## config.mk

```make
export PLATFORM = sky130hd
export DESIGN_NAME = peripheral_pin_select_mapper
export DESIGN_NICKNAME = d
export VERILOG_FILES = /design/src/logic/pin_select_pkg.sv /design/src/logic/peripheral_pin_select_mapper.sv
export SDC_FILE = /design/constraint.sdc
export NUM_CORES = 1
export LEC_CHECK = 0
export ABC_AREA = 0
export BUFFER_PORTS_ARGS = -buffer_cell sky130_fd_sc_hd__buf_2
export CAP_MARGIN = 30
export CORE_MARGIN = 2
export CORE_UTILIZATION = 40
export CTS_CLUSTER_DIAMETER = 100
export CTS_CLUSTER_SIZE = 24
export DETAILED_ROUTE_END_ITERATION = 8
export GPL_TIMING_DRIVEN = 0
export SYNTH_ARGS = -nofsm -noshare
export SYNTH_HDL_FRONTEND = slang
export SYNTH_SLANG_ARGS = --single-unit
```

## constraint.sdc

```tcl
create_clock -name ref_clk -period 5.4 [get_ports ref_clk]
set_input_delay 0.54 -clock ref_clk [delete_from_list [all_inputs] [get_ports ref_clk]]
set_output_delay 0.54 -clock ref_clk [all_outputs]
set_load 0.03 [all_outputs]
```

## src/logic/pin_select_pkg.sv

```systemverilog
// package: register map, field layout and sizes of the pin select mapper
package pin_select_pkg;

  // ----------------------------------------
  // sizes
  // ----------------------------------------
  localparam int NUM_PHYS_PINS     = 56;
  localparam int VIRTUAL_PIN_FIRST = 176;
  localparam int VIRTUAL_PIN_LAST  = 181;
  localparam int NUM_VIRTUAL_PINS  = VIRTUAL_PIN_LAST - VIRTUAL_PIN_FIRST + 1;
  localparam int NUM_PERIPH_INPUTS = 8;
  localparam int NUM_PERIPH_OUTPUTS = 16;
  localparam int NUM_OUT_PINS      = 4;
  localparam int FIRST_OUT_PIN     = 52;
  localparam int IN_SEL_W          = 8;
  localparam int OUT_FUNC_W        = 6;
  localparam int WORD_BYTES          = 4;
  localparam int IN_FIELDS_PER_WORD  = 4;
  localparam int OUT_FIELDS_PER_WORD = 2;
  localparam int NUM_VIRT_WORDS      = NUM_VIRTUAL_PINS / OUT_FIELDS_PER_WORD;

  // ----------------------------------------
  // register offsets (byte addresses)
  // ----------------------------------------
  localparam logic [11:0] IN_SEL_BASE_OFS  = 12'h000;
  localparam logic [11:0] OUT_ASSIGN_52_53_OFS = 12'h040;
  localparam logic [11:0] OUT_ASSIGN_54_55_OFS = 12'h044;
  localparam logic [11:0] VIRT_ASSIGN_BASE_OFS = 12'h048;
  localparam logic [11:0] PIN_STATE_OFS    = 12'h080;
  localparam logic [11:0] VIRT_STATE_OFS   = 12'h084;

  // ----------------------------------------
  // field layout and reset values
  // ----------------------------------------
  localparam int LO_FIELD_LSB = 0;
  localparam int HI_FIELD_LSB = 8;
  localparam int STATUS_PAD_LSB = 16;
  localparam logic [IN_SEL_W-1:0]   IN_SEL_RESET   = 8'h00;
  localparam logic [OUT_FUNC_W-1:0] OUT_FUNC_RESET = 6'h00;
  localparam logic [OUT_FUNC_W-1:0] OUT_FUNC_NONE  = 6'h00;

  // ----------------------------------------
  // bus carriers
  // ----------------------------------------
  typedef struct packed {
    logic        psel;
    logic        penable;
    logic        pwrite;
    logic [11:0] paddr;
    logic [31:0] pwdata;
  } apb_req_s;

  typedef struct packed {
    logic        pready;
    logic        pslverr;
    logic [31:0] prdata;
  } apb_rsp_s;

endpackage

```

## src/logic/peripheral_pin_select_mapper.sv

```systemverilog
// top: remappable pin select mapper with virtual pins and an APB register file
// ----------------------------------------
// Functional notes
// - each peripheral input owns one select field
// - input select fields are eight bits wide
// - select value n routes pin n
// - six virtual pins numbered 176 to 181
// - virtual pins never touch package pins
// - virtual pin output feeds selecting inputs
// - pins 52/53 function selects in register
// - pins 54/55 function selects in register
// - bits 15:14 and 7:6 read zero
// ----------------------------------------
//
// The register offsets and the APB slave port were chosen for this implementation.
`timescale 1ns/1ps
module peripheral_pin_select_mapper #(
  parameter int NumInputs  = pin_select_pkg::NUM_PERIPH_INPUTS,
  parameter int NumOutputs = pin_select_pkg::NUM_PERIPH_OUTPUTS
) (
  input  wire logic                                        ref_clk,
  input  wire logic                                        rstn,
  input  wire pin_select_pkg::apb_req_s                    apbReq,
  output      pin_select_pkg::apb_rsp_s                    apbRsp,
  input  wire logic [pin_select_pkg::NUM_PHYS_PINS-1:0]    padIn,
  input  wire logic [NumOutputs-1:0]                       periphOut,
  output      logic [NumInputs-1:0]                        periphIn,
  output      logic [pin_select_pkg::NUM_OUT_PINS-1:0]     padOut,
  output      logic [pin_select_pkg::NUM_OUT_PINS-1:0]     padOe
);
  import pin_select_pkg::*;

  // ----------------------------------------
  // storage
  // ----------------------------------------
  logic [IN_SEL_W-1:0]   inSel_reg   [NumInputs];
  localparam int NumInWords = (NumInputs + IN_FIELDS_PER_WORD - 1) / IN_FIELDS_PER_WORD;
  logic [OUT_FUNC_W-1:0] outFunc_reg [NUM_OUT_PINS];
  logic [OUT_FUNC_W-1:0] virtFunc_reg [NUM_VIRTUAL_PINS];
  logic [NUM_VIRTUAL_PINS-1:0] virtPin_reg;
  logic [NUM_OUT_PINS-1:0]     outPinLevel;
  logic [NUM_OUT_PINS-1:0]     outPinUsed;
  logic [NUM_VIRTUAL_PINS-1:0] virtLevel;
  logic [NumInputs-1:0]        routedIn;
  logic [31:0]                 readData;
  logic                        readOk;
  logic                        access;
  logic                        wrEn;
  logic                        setupPhase;
  logic                        ready_reg;
  logic                        slvErr_reg;
  logic [31:0]                 rdata_reg;
  logic [NumInWords-1:0]       inWordHit;
  logic [NUM_VIRT_WORDS-1:0]   virtWordHit;
  logic                        out5253Hit;
  logic                        out5455Hit;
  logic                        statusHit;
  logic                        virtStateHit;

  // bus phases: setup is the first cycle of a transfer, access the second
  assign access     = apbReq.psel && apbReq.penable;
  assign wrEn       = access && apbReq.pwrite;
  assign setupPhase = apbReq.psel && !apbReq.penable;

  // ----------------------------------------
  // address decode, shared by writes, reads and the error answer
  // ----------------------------------------
  // one hit line per input select word
  genvar gw;
  generate
    for (gw = 0; gw < NumInWords; gw++) begin : g_inHit
      assign inWordHit[gw] = (apbReq.paddr == IN_SEL_BASE_OFS + 12'(WORD_BYTES * gw));
    end
  endgenerate

  // one hit line per virtual pin assignment word
  generate
    for (gw = 0; gw < NUM_VIRT_WORDS; gw++) begin : g_virtHit
      assign virtWordHit[gw] = (apbReq.paddr == VIRT_ASSIGN_BASE_OFS + 12'(WORD_BYTES * gw));
    end
  endgenerate

  // fixed registers
  assign out5253Hit   = (apbReq.paddr == OUT_ASSIGN_52_53_OFS);
  assign out5455Hit   = (apbReq.paddr == OUT_ASSIGN_54_55_OFS);
  assign statusHit    = (apbReq.paddr == PIN_STATE_OFS);
  assign virtStateHit = (apbReq.paddr == VIRT_STATE_OFS);

  // any mapped word; every other address answers with an error
  assign readOk = (|inWordHit) || (|virtWordHit) || out5253Hit || out5455Hit || statusHit || virtStateHit;

  // ----------------------------------------
  // output function select per physical output pin
  // ----------------------------------------
  // code 0 leaves the pin unassigned, code k picks peripheral output k-1
  function automatic logic funcLevel(input logic [OUT_FUNC_W-1:0] code, input logic [NumOutputs-1:0] outs);
    logic lvl;
    lvl = 1'b0;
    for (int k = 1; k <= NumOutputs; k++) begin
      if (int'(code) == k) begin
        lvl = outs[k-1];
      end
    end
    return lvl;
  endfunction

  genvar gp;
  generate
    for (gp = 0; gp < NUM_OUT_PINS; gp++) begin : g_outPin
      assign outPinLevel[gp] = funcLevel(outFunc_reg[gp], periphOut);
      assign outPinUsed[gp]  = (outFunc_reg[gp] != OUT_FUNC_NONE);
    end
  endgenerate

  // ----------------------------------------
  // virtual pins: internal only, fed from software-chosen peripheral outputs
  // ----------------------------------------
  // field position of the k-th pin inside a two-field assignment word
  function automatic int fieldLsb(input int k);
    return (k % OUT_FIELDS_PER_WORD == 0) ? LO_FIELD_LSB : HI_FIELD_LSB;
  endfunction

  // same function codes as the physical pins; no pad is read or driven here
  generate
    for (gp = 0; gp < NUM_VIRTUAL_PINS; gp++) begin : g_virt
      assign virtLevel[gp] = funcLevel(virtFunc_reg[gp], periphOut);
    end
  endgenerate

  // registered copy so virtual levels are visible for readback
  always_ff @(posedge ref_clk or negedge rstn) begin
    if (!rstn) begin
      virtPin_reg <= '0;
    end else begin
      virtPin_reg <= virtLevel;
    end
  end

  // ----------------------------------------
  // input routing: one select field per peripheral input
  // ----------------------------------------
  generate
    for (gp = 0; gp < NumInputs; gp++) begin : g_inRoute
      always_comb begin
        int n;
        n = int'(inSel_reg[gp]);
        if (n < NUM_PHYS_PINS) begin
          routedIn[gp] = padIn[n];
        end else if (n >= VIRTUAL_PIN_FIRST && n <= VIRTUAL_PIN_LAST) begin
          routedIn[gp] = virtLevel[n - VIRTUAL_PIN_FIRST];
        end else begin
          routedIn[gp] = 1'b0; // unimplemented pin number
        end
      end
    end
  endgenerate

  // routed peripheral inputs leave from flip-flops
  always_ff @(posedge ref_clk or negedge rstn) begin
    if (!rstn) begin
      periphIn <= '0;
    end else begin
      periphIn <= routedIn;
    end
  end

  // pad levels leave from flip-flops
  always_ff @(posedge ref_clk or negedge rstn) begin
    if (!rstn) begin
      padOut <= '0;
    end else begin
      padOut <= outPinLevel;
    end
  end

  // pad drive enables: high only while a function is assigned
  always_ff @(posedge ref_clk or negedge rstn) begin
    if (!rstn) begin
      padOe <= '0;
    end else begin
      padOe <= outPinUsed;
    end
  end

  // ----------------------------------------
  // register writes
  // ----------------------------------------
  // input select words hold four 8-bit fields each
  always_ff @(posedge ref_clk or negedge rstn) begin
    if (!rstn) begin
      for (int i = 0; i < NumInputs; i++) begin
        inSel_reg[i] <= IN_SEL_RESET;
      end
    end else if (wrEn) begin
      for (int i = 0; i < NumInputs; i++) begin
        if (inWordHit[i / IN_FIELDS_PER_WORD]) begin
          inSel_reg[i] <= apbReq.pwdata[(i % IN_FIELDS_PER_WORD) * IN_SEL_W +: IN_SEL_W];
        end
      end
    end
  end

  // output assignment: high field odd pin, low field even pin
  always_ff @(posedge ref_clk or negedge rstn) begin
    if (!rstn) begin
      for (int i = 0; i < NUM_OUT_PINS; i++) begin
        outFunc_reg[i] <= OUT_FUNC_RESET;
      end
    end else if (wrEn) begin
      if (out5253Hit) begin
        outFunc_reg[0] <= apbReq.pwdata[LO_FIELD_LSB +: OUT_FUNC_W];
        outFunc_reg[1] <= apbReq.pwdata[HI_FIELD_LSB +: OUT_FUNC_W];
      end
      if (out5455Hit) begin
        outFunc_reg[2] <= apbReq.pwdata[LO_FIELD_LSB +: OUT_FUNC_W];
        outFunc_reg[3] <= apbReq.pwdata[HI_FIELD_LSB +: OUT_FUNC_W];
      end
    end
  end

  // virtual pin assignment: same layout, even pin low field, odd pin high field
  always_ff @(posedge ref_clk or negedge rstn) begin
    if (!rstn) begin
      for (int v = 0; v < NUM_VIRTUAL_PINS; v++) begin
        virtFunc_reg[v] <= OUT_FUNC_RESET;
      end
    end else if (wrEn) begin
      for (int v = 0; v < NUM_VIRTUAL_PINS; v++) begin
        if (virtWordHit[v / OUT_FIELDS_PER_WORD]) begin
          virtFunc_reg[v] <= apbReq.pwdata[fieldLsb(v) +: OUT_FUNC_W];
        end
      end
    end
  end

  // ----------------------------------------
  // read mux
  // ----------------------------------------
  // unmapped words and spare bits read as zero
  always_comb begin
    readData = 32'h0000_0000;
    for (int i = 0; i < NumInputs; i++) begin
      if (inWordHit[i / IN_FIELDS_PER_WORD]) begin
        readData[(i % IN_FIELDS_PER_WORD) * IN_SEL_W +: IN_SEL_W] = inSel_reg[i];
      end
    end
    if (out5253Hit) begin
      readData[LO_FIELD_LSB +: OUT_FUNC_W] = outFunc_reg[0];
      readData[HI_FIELD_LSB +: OUT_FUNC_W] = outFunc_reg[1];
    end
    if (out5455Hit) begin
      readData[LO_FIELD_LSB +: OUT_FUNC_W] = outFunc_reg[2];
      readData[HI_FIELD_LSB +: OUT_FUNC_W] = outFunc_reg[3];
    end
    for (int v = 0; v < NUM_VIRTUAL_PINS; v++) begin
      if (virtWordHit[v / OUT_FIELDS_PER_WORD]) begin
        readData[fieldLsb(v) +: OUT_FUNC_W] = virtFunc_reg[v];
      end
    end
    if (statusHit) begin
      readData[NumInputs-1:0] = periphIn;
      readData[STATUS_PAD_LSB +: NUM_OUT_PINS] = padOut;
    end
    if (virtStateHit) begin
      readData[NUM_VIRTUAL_PINS-1:0] = virtPin_reg;
    end
  end

  // ----------------------------------------
  // APB answer: no wait state, error on unmapped address
  // ----------------------------------------
  // ready rises for the access cycle that follows every setup cycle
  always_ff @(posedge ref_clk or negedge rstn) begin
    if (!rstn) begin
      ready_reg <= 1'b0;
    end else begin
      ready_reg <= setupPhase;
    end
  end

  // error flags an unmapped address, together with ready
  always_ff @(posedge ref_clk or negedge rstn) begin
    if (!rstn) begin
      slvErr_reg <= 1'b0;
    end else begin
      slvErr_reg <= setupPhase && !readOk;
    end
  end

  // read data latched at setup; writes and unmapped words answer zero
  always_ff @(posedge ref_clk or negedge rstn) begin
    if (!rstn) begin
      rdata_reg <= 32'h0000_0000;
    end else begin
      rdata_reg <= (setupPhase && !apbReq.pwrite) ? readData : 32'h0000_0000;
    end
  end

  // response carrier straight from the three registers ready_reg, slvErr_reg and rdata_reg
  assign apbRsp = '{pready: ready_reg, pslverr: slvErr_reg, prdata: rdata_reg};

endmodule

```

## Yosys cells after proc, flatten, opt, wreduce, memory -nomap -nowiden

Cells that the tools add are included.
W data, S select, Z words.

- Register bits after elaboration: 180
- Output and inout port bits: 50
- Logic and storage cells: 514

- Order comparisons: 40
- Mux-type cells: 238
- Reduce and logical (&&, ||, !) cells: 35
- Equality and inequality tests: 168
- $add $sub $neg: 8

Operators with widths:

| kind | count |
|---|---|
| $eq A6 B5 Y1 const B | 80 |
| $eq A6 B4 Y1 const B | 40 |
| $mux W1 | 200 |
| $eq A6 B3 Y1 const B | 20 |
| $lt A9 B5 Y1 const B | 8 |
| $mux W8 | 9 |
| $sub A8 B8 Y9 const B | 8 |
| $mux W6 | 11 |
| $ge A8 B8 Y1 const B | 8 |
| $le A8 B8 Y1 const B | 8 |
| $lt A8 B6 Y1 const B | 8 |
| $lt A8 B7 Y1 const B | 8 |
| $eq A12 B7 Y1 const B | 5 |
| $eq A6 B2 Y1 const B | 10 |
| $eq A6 B6 Y1 const B | 10 |
| $bmux W1 S6 | 8 |
| $mux W32 | 1 |
| $bmux W1 S3 | 8 |
| $eq A12 B8 Y1 const B | 2 |
| $reduce_bool A6 Y1 | 4 |
| $reduce_and A2 Y1 | 7 |
| $logic_and A1 B1 Y1 | 13 |
| $eq A12 B3 Y1 const B | 1 |
| $logic_not A12 Y1 | 1 |
| 5 further kinds | 11 |

## Longest topological paths before layout

- Depth in word-level cells: 22
- Depth in mapped cells: 10
- Gate-level depth less buffers: 8

## Worst setup path before layout

OpenSTA, ideal clock, no wires.

- Path kind: input-to-reg
- Start point: input apbReq[43] (netlist bit)
- End point: register g_inRoute[0].$2.n[1] (netlist name)
- Stages: 9
- Data arrival time: 2364 ps
- Path slack: 2911 ps
- Setup time: 125 ps
- Path buffers: 2
- Cells stage by stage: nor4_1 nand2_1 nor3_1 and2_1 buf_2 inv_1 nor2_2 buf_2 mux2_2

RTL lines:

| what | line | text |
|---|---|---|
| start: declaration | peripheral_pin_select_mapper.sv:23 | `input wire pin_select_pkg::apb_req_s apbReq,` |

## Final worst setup path

- Start point: input periphOut[14]
- End point: register periphIn[3]

- Word-level cells in the longest chain between the ends: 7

Ends and longest elaborated chain:

| what | line | text |
|---|---|---|
| start: declaration | peripheral_pin_select_mapper.sv:26 | `input wire logic [NumOutputs-1:0] periphOut,` |
| $mux W1 (2 in series) | peripheral_pin_select_mapper.sv:100 | `if (int'(code) == k) begin` |
| named net virtLevel[3] | peripheral_pin_select_mapper.sv:43 | `logic [NUM_VIRTUAL_PINS-1:0] virtLevel;` |
| $bmux W1 S3 | peripheral_pin_select_mapper.sv:150 | `routedIn[gp] = virtLevel[n - VIRTUAL_PIN_FIRST];` |
| $mux W1 (implied by the code) (2 in series) | peripheral_pin_select_mapper.sv:150 |  |
| $mux W1 | peripheral_pin_select_mapper.sv:149 | `end else if (n >= VIRTUAL_PIN_FIRST && n <= VIRTUAL_PIN_LAST) begin` |
| $mux W1 | peripheral_pin_select_mapper.sv:147 | `if (n < NUM_PHYS_PINS) begin` |
| named net routedIn[3] | peripheral_pin_select_mapper.sv:44 | `logic [NumInputs-1:0] routedIn;` |
| end signal: assignment | peripheral_pin_select_mapper.sv:163 | `periphIn <= routedIn;` |
| end: declaration | peripheral_pin_select_mapper.sv:27 | `output logic [NumInputs-1:0] periphIn,` |

The timed path passes the listed nets, and every way through them passes these cells. The select of a mux whose other input is x is not followed.
A chain may end at the register's enable or synchronous reset.

==> results summary <==
Summing every instance area after synthesis gives 13,300 µm². For the worst setup path, the data arrival time is 3.38 ns. Leaving out fill and tap cells, the most frequent cell in the layout is buf_2.

The clock insertion delay at the later pin of the skew report came out at 0.46 ns. The total wire length after detailed routing is 48,600 µm. Buffers added to address setup during post-CTS repair amount to 0. The post-cts hold buffer count is 0.

Counting flops with a built-in enable in the synthesized netlist gives 0. The fraction of layout instances using a drive strength above 1 is 39.5%. For this design the total switching power over the nets is 0.000813 W. The placed instances occupy a cell area of 14,700 µm².

The leakage dissipation came out at 6.11 nW. The maximum resistive drop on vdd is 0.000234 V. The number of port buffers came out at 157. The boundary pin count is 171. For the pin with the worst max-slew slack, the measured transition is 1.01 ns. The post-layout minimum cycle time came out at 3.10 ns. The number of flip-flops and latches in the synthesized netlist came out at 180. The final design instance area without fill came out at 15,200 µm². STA classifies the critical path endpoint as a flip-flop. The starting density of the core came out at 40.7%. The number of remaining DRC errors is 0.

Routability-driven placement finished with a final weighted congestion of 0.998. The tree is rooted in a clkbuf_16. The post-synthesis instance total came out at 1,125. The worst setup path is of the in2reg kind. The detailed router finished its first iteration with 1,492 violations.

The antenna diode instance count is 0. The core region area is 32,600 µm². In this run the biggest area consumer among cell types represents 33.9% of the synthesized area. The estimated wirelength of the detail-placed design came out at 35,100 µm. The max-slew violation count came out at 0. The most used flip-flop cell after synthesis is dfrtp_1.

The critical path contains buffers and inverters numbering 3 combined. The number of buffers on the longest clock path is 2. Of all nets on the critical path, the largest fanout is 10. The via count of the first global-routing pass came to 11,292.

The sequential power share is 45.4%. In this run the top signal layer used is met4. The number of iterations in the first detailed-routing pass came out at 6. The biggest area consumer among synthesized cells is dfrtp_1.

The largest net degree at the start of global routing came out at 95. For this run, the total global-route usage over all layers was measured as 28.6%. The clock-pin slew on the worst setup and hold paths is 0.07 ns.

For the final routed database, the setup TNS stands at 0 ns. The placement-stage worst setup slack came out at 1.88 ns. Dividing the detail-routed wire length by the instance count gives 27.6 µm. The critical path startpoint category is a primary input. The number of clock buffers added by TritonCTS is 17. The hold violation total from the final report came to 0.

The post-cts sizing count is 0. The TritonCTS clock tree is done. Among cell families on the critical path, the largest total delay comes from buffers and inverters. The height of the die came out at 186 µm. The internal power summed over all cells came out at 0.00219 W. The net count of the mapped netlist is 1,246.

The overall overflow remaining after global route is 0. The average size of a mapped cell is 11.8 µm². In the routed layout, each cell is associated on average with a via count of 6.65. The maximum cell stage delay along the critical path is 0.60 ns. The net switching fraction of the power is 27.1%.

Counting the fill cells in the layout gives 3,016. Derived from the worst setup path, the maximum achievable clock frequency is 322 MHz. The CTS sink count is 180. For this run, the post-layout net count is 1,424. The register with the most flip-flops in the layout has 64 of them.

The depth of the CTS H-tree came out at 4. Traced cell by cell, the critical path runs through buf_2 > clkbuf_1 > mux2i_1 > mux2i_1 > a22oi_1 > o22ai_1 > a31o_2 > clkbuf_1 > mux2i_1 > and2_0 > o41ai_1. The library cells used most frequently in the layout, excluding fill and tap cells, are 184 x buf_2, 180 x dfrtp_1, 147 x mux4_2, 129 x mux2_2, 72 x nor2_1. The width of the chip is 186 µm. The sum of met2 wire segment lengths after detailed routing is 22,000 µm.

The power density over cell area came out at 197 nW/µm². By area the synthesized netlist is led by dfrtp_1 34%, mux4_2 25%, mux2_2 11%, mux2i_1 3.7%, o21ai_0 2.3%. The number of distinct standard cells referenced by the synthesized netlist came out at 68. The path class of the tightest hold or removal check is in2async. Data on the critical path is required at its endpoint by 5.68 ns.

The met3 layer wire length in the routed design came out at 5290 µm. The run finished with clean final reports. In the finished design, the share of the clock period the worst path needs comes to 57.4%. In this design, the critical path's most frequently occurring cell is mux2i_1. The slowest stage of the critical path belongs to the cell clkbuf_1.

The worst-case clock skew is 0.0168 ns. In the final routing, the length of wire on met1 measures 19,400 µm. In the post-route analysis, the smallest setup slack over all paths is 2.30 ns. In this run the core area contains 66 standard-cell rows. Setup repair after global routing left no endpoint under its margin. The area growth from synthesis to final layout is 14.8%.

The clock share of power came out at 42.4%. The first-pass GRT wire length came out at 72,300 µm. The tool flagged a number of max-cap violations equal to 0. The number of warnings issued by yosys is 0. Setup violations remaining at the end of the flow were counted as 0. The die outline area is 34,700 µm². The sequential element share of the synthesized area came out at 33.9%. Combinational logic burns 12.2% of the power. In this run the remaining antenna-violating nets after routing total 0. The number of antenna violations at the first check in global routing is 1.

The worst slew slack as a fraction of its limit came out at 32.2%. The detailed router placed 11,692 vias in this run. The async set or reset register ratio after synthesis came out at 100%.
-- power groups by stage --
stage	logic, W	registers [W]	clock network [W]
CTS	0.000357	0.00136	0.00129
finish	0.000365	0.00136	0.00127
global route	0.000384	0.00136	0.00134
global placement	0.000349	0.00139	0
floorplan	0.000154	0.00139	0
detailed placement	0.000357	0.00139	0
-- layer usage --
metal / vias up / global-route usage (%)
met5: - / 0
met4: 0 / 10.5
met3: 132 / 5.80
met2: 849 / 44.6
met1: 5890 / 39.7
li1: 4821 / -
-- area by class of cell --
class	count	area, µm²	area share, %
sequential	180	4500	29.6
inverter	25	93.8	0.616
buffer	117	536	3.51
multi-input combinational	803	8140	53.4
clock inverter	14	150	0.985
timing repair buffer	159	831	5.45
clock buffer	18	429	2.82
tap	442	553	3.63
-- cell usage after synthesis (all sizes together) (3+ instances only) --
cell,n
nor4bb,4
a221o,5
o31ai,3
or4,5
or3,3
a32oi,3
o22ai,4
mux2i,49
dfrtp,180
a21oi,36
a221oi,5
nand4b,3
nand2,51
nand4,4
clkbuf,65
o41ai,4
a222oi,20
nor3,16
o21ai,60
nand3,18
o21a,4
nor2b,15
a22oi,29
a311oi,4
a22o,4
nor2,74
nor4,10
nand3b,6
mux2,129
a31oi,13
nor4b,8
and2,7
a211oi,9
inv,25
buf,52
nor3b,13
and3,4
mux4,147
o211ai,4
nand2b,4
-- path summary, 6_finish.rpt --
check	depth (start not counted)	slack, ns	startpoint	endpoint
max	11	2.30	periphOut[14]	periphIn[3]
min	1	0.09	rstn	virtFunc_reg[12]
max reg2reg	8	2.35	g_inRoute[7].$2.n[1]	periphIn[7]
min reg2reg	1	0.52	outFunc_reg[11]	padOut[2]
max in group asynchronous	2	4.37	rstn	g_inRoute[7].$2.n[0]
min in group ref_clk	2	0.28	apbReq[45]	ready_reg
-- per-stage QoR --
step | instances | hold WS (ns) | utilization, % | power [W]
floorplan | 1125 | 0.244 | - | 0.00155
global placement | 1724 | 0.522 | 44.8 | 0.00174
detailed placement | 1726 | 0.525 | 44.9 | 0.00174
CTS | 1758 | 0.121 | 46.7 | 0.00301
global route | 1758 | 0.148 | 46.7 | 0.00308
finish | 1758 | 0.0872 | 46.7 | 0.00300
-- logic make-up (layout without fill, tap and decap cells) --
| logic type | Yosys count | after routing | synth area share [%] |
|---|---|---|---|
| simple gates | 251 | 251 | 9.93 |
| mux | 325 | 325 | 39.6 |
| flops | 180 | 180 | 33.9 |
| buf+inv | 142 | 333 | 4.74 |
| compound gates | 227 | 227 | 11.8 |
Power figures use the tool's default switching activity.
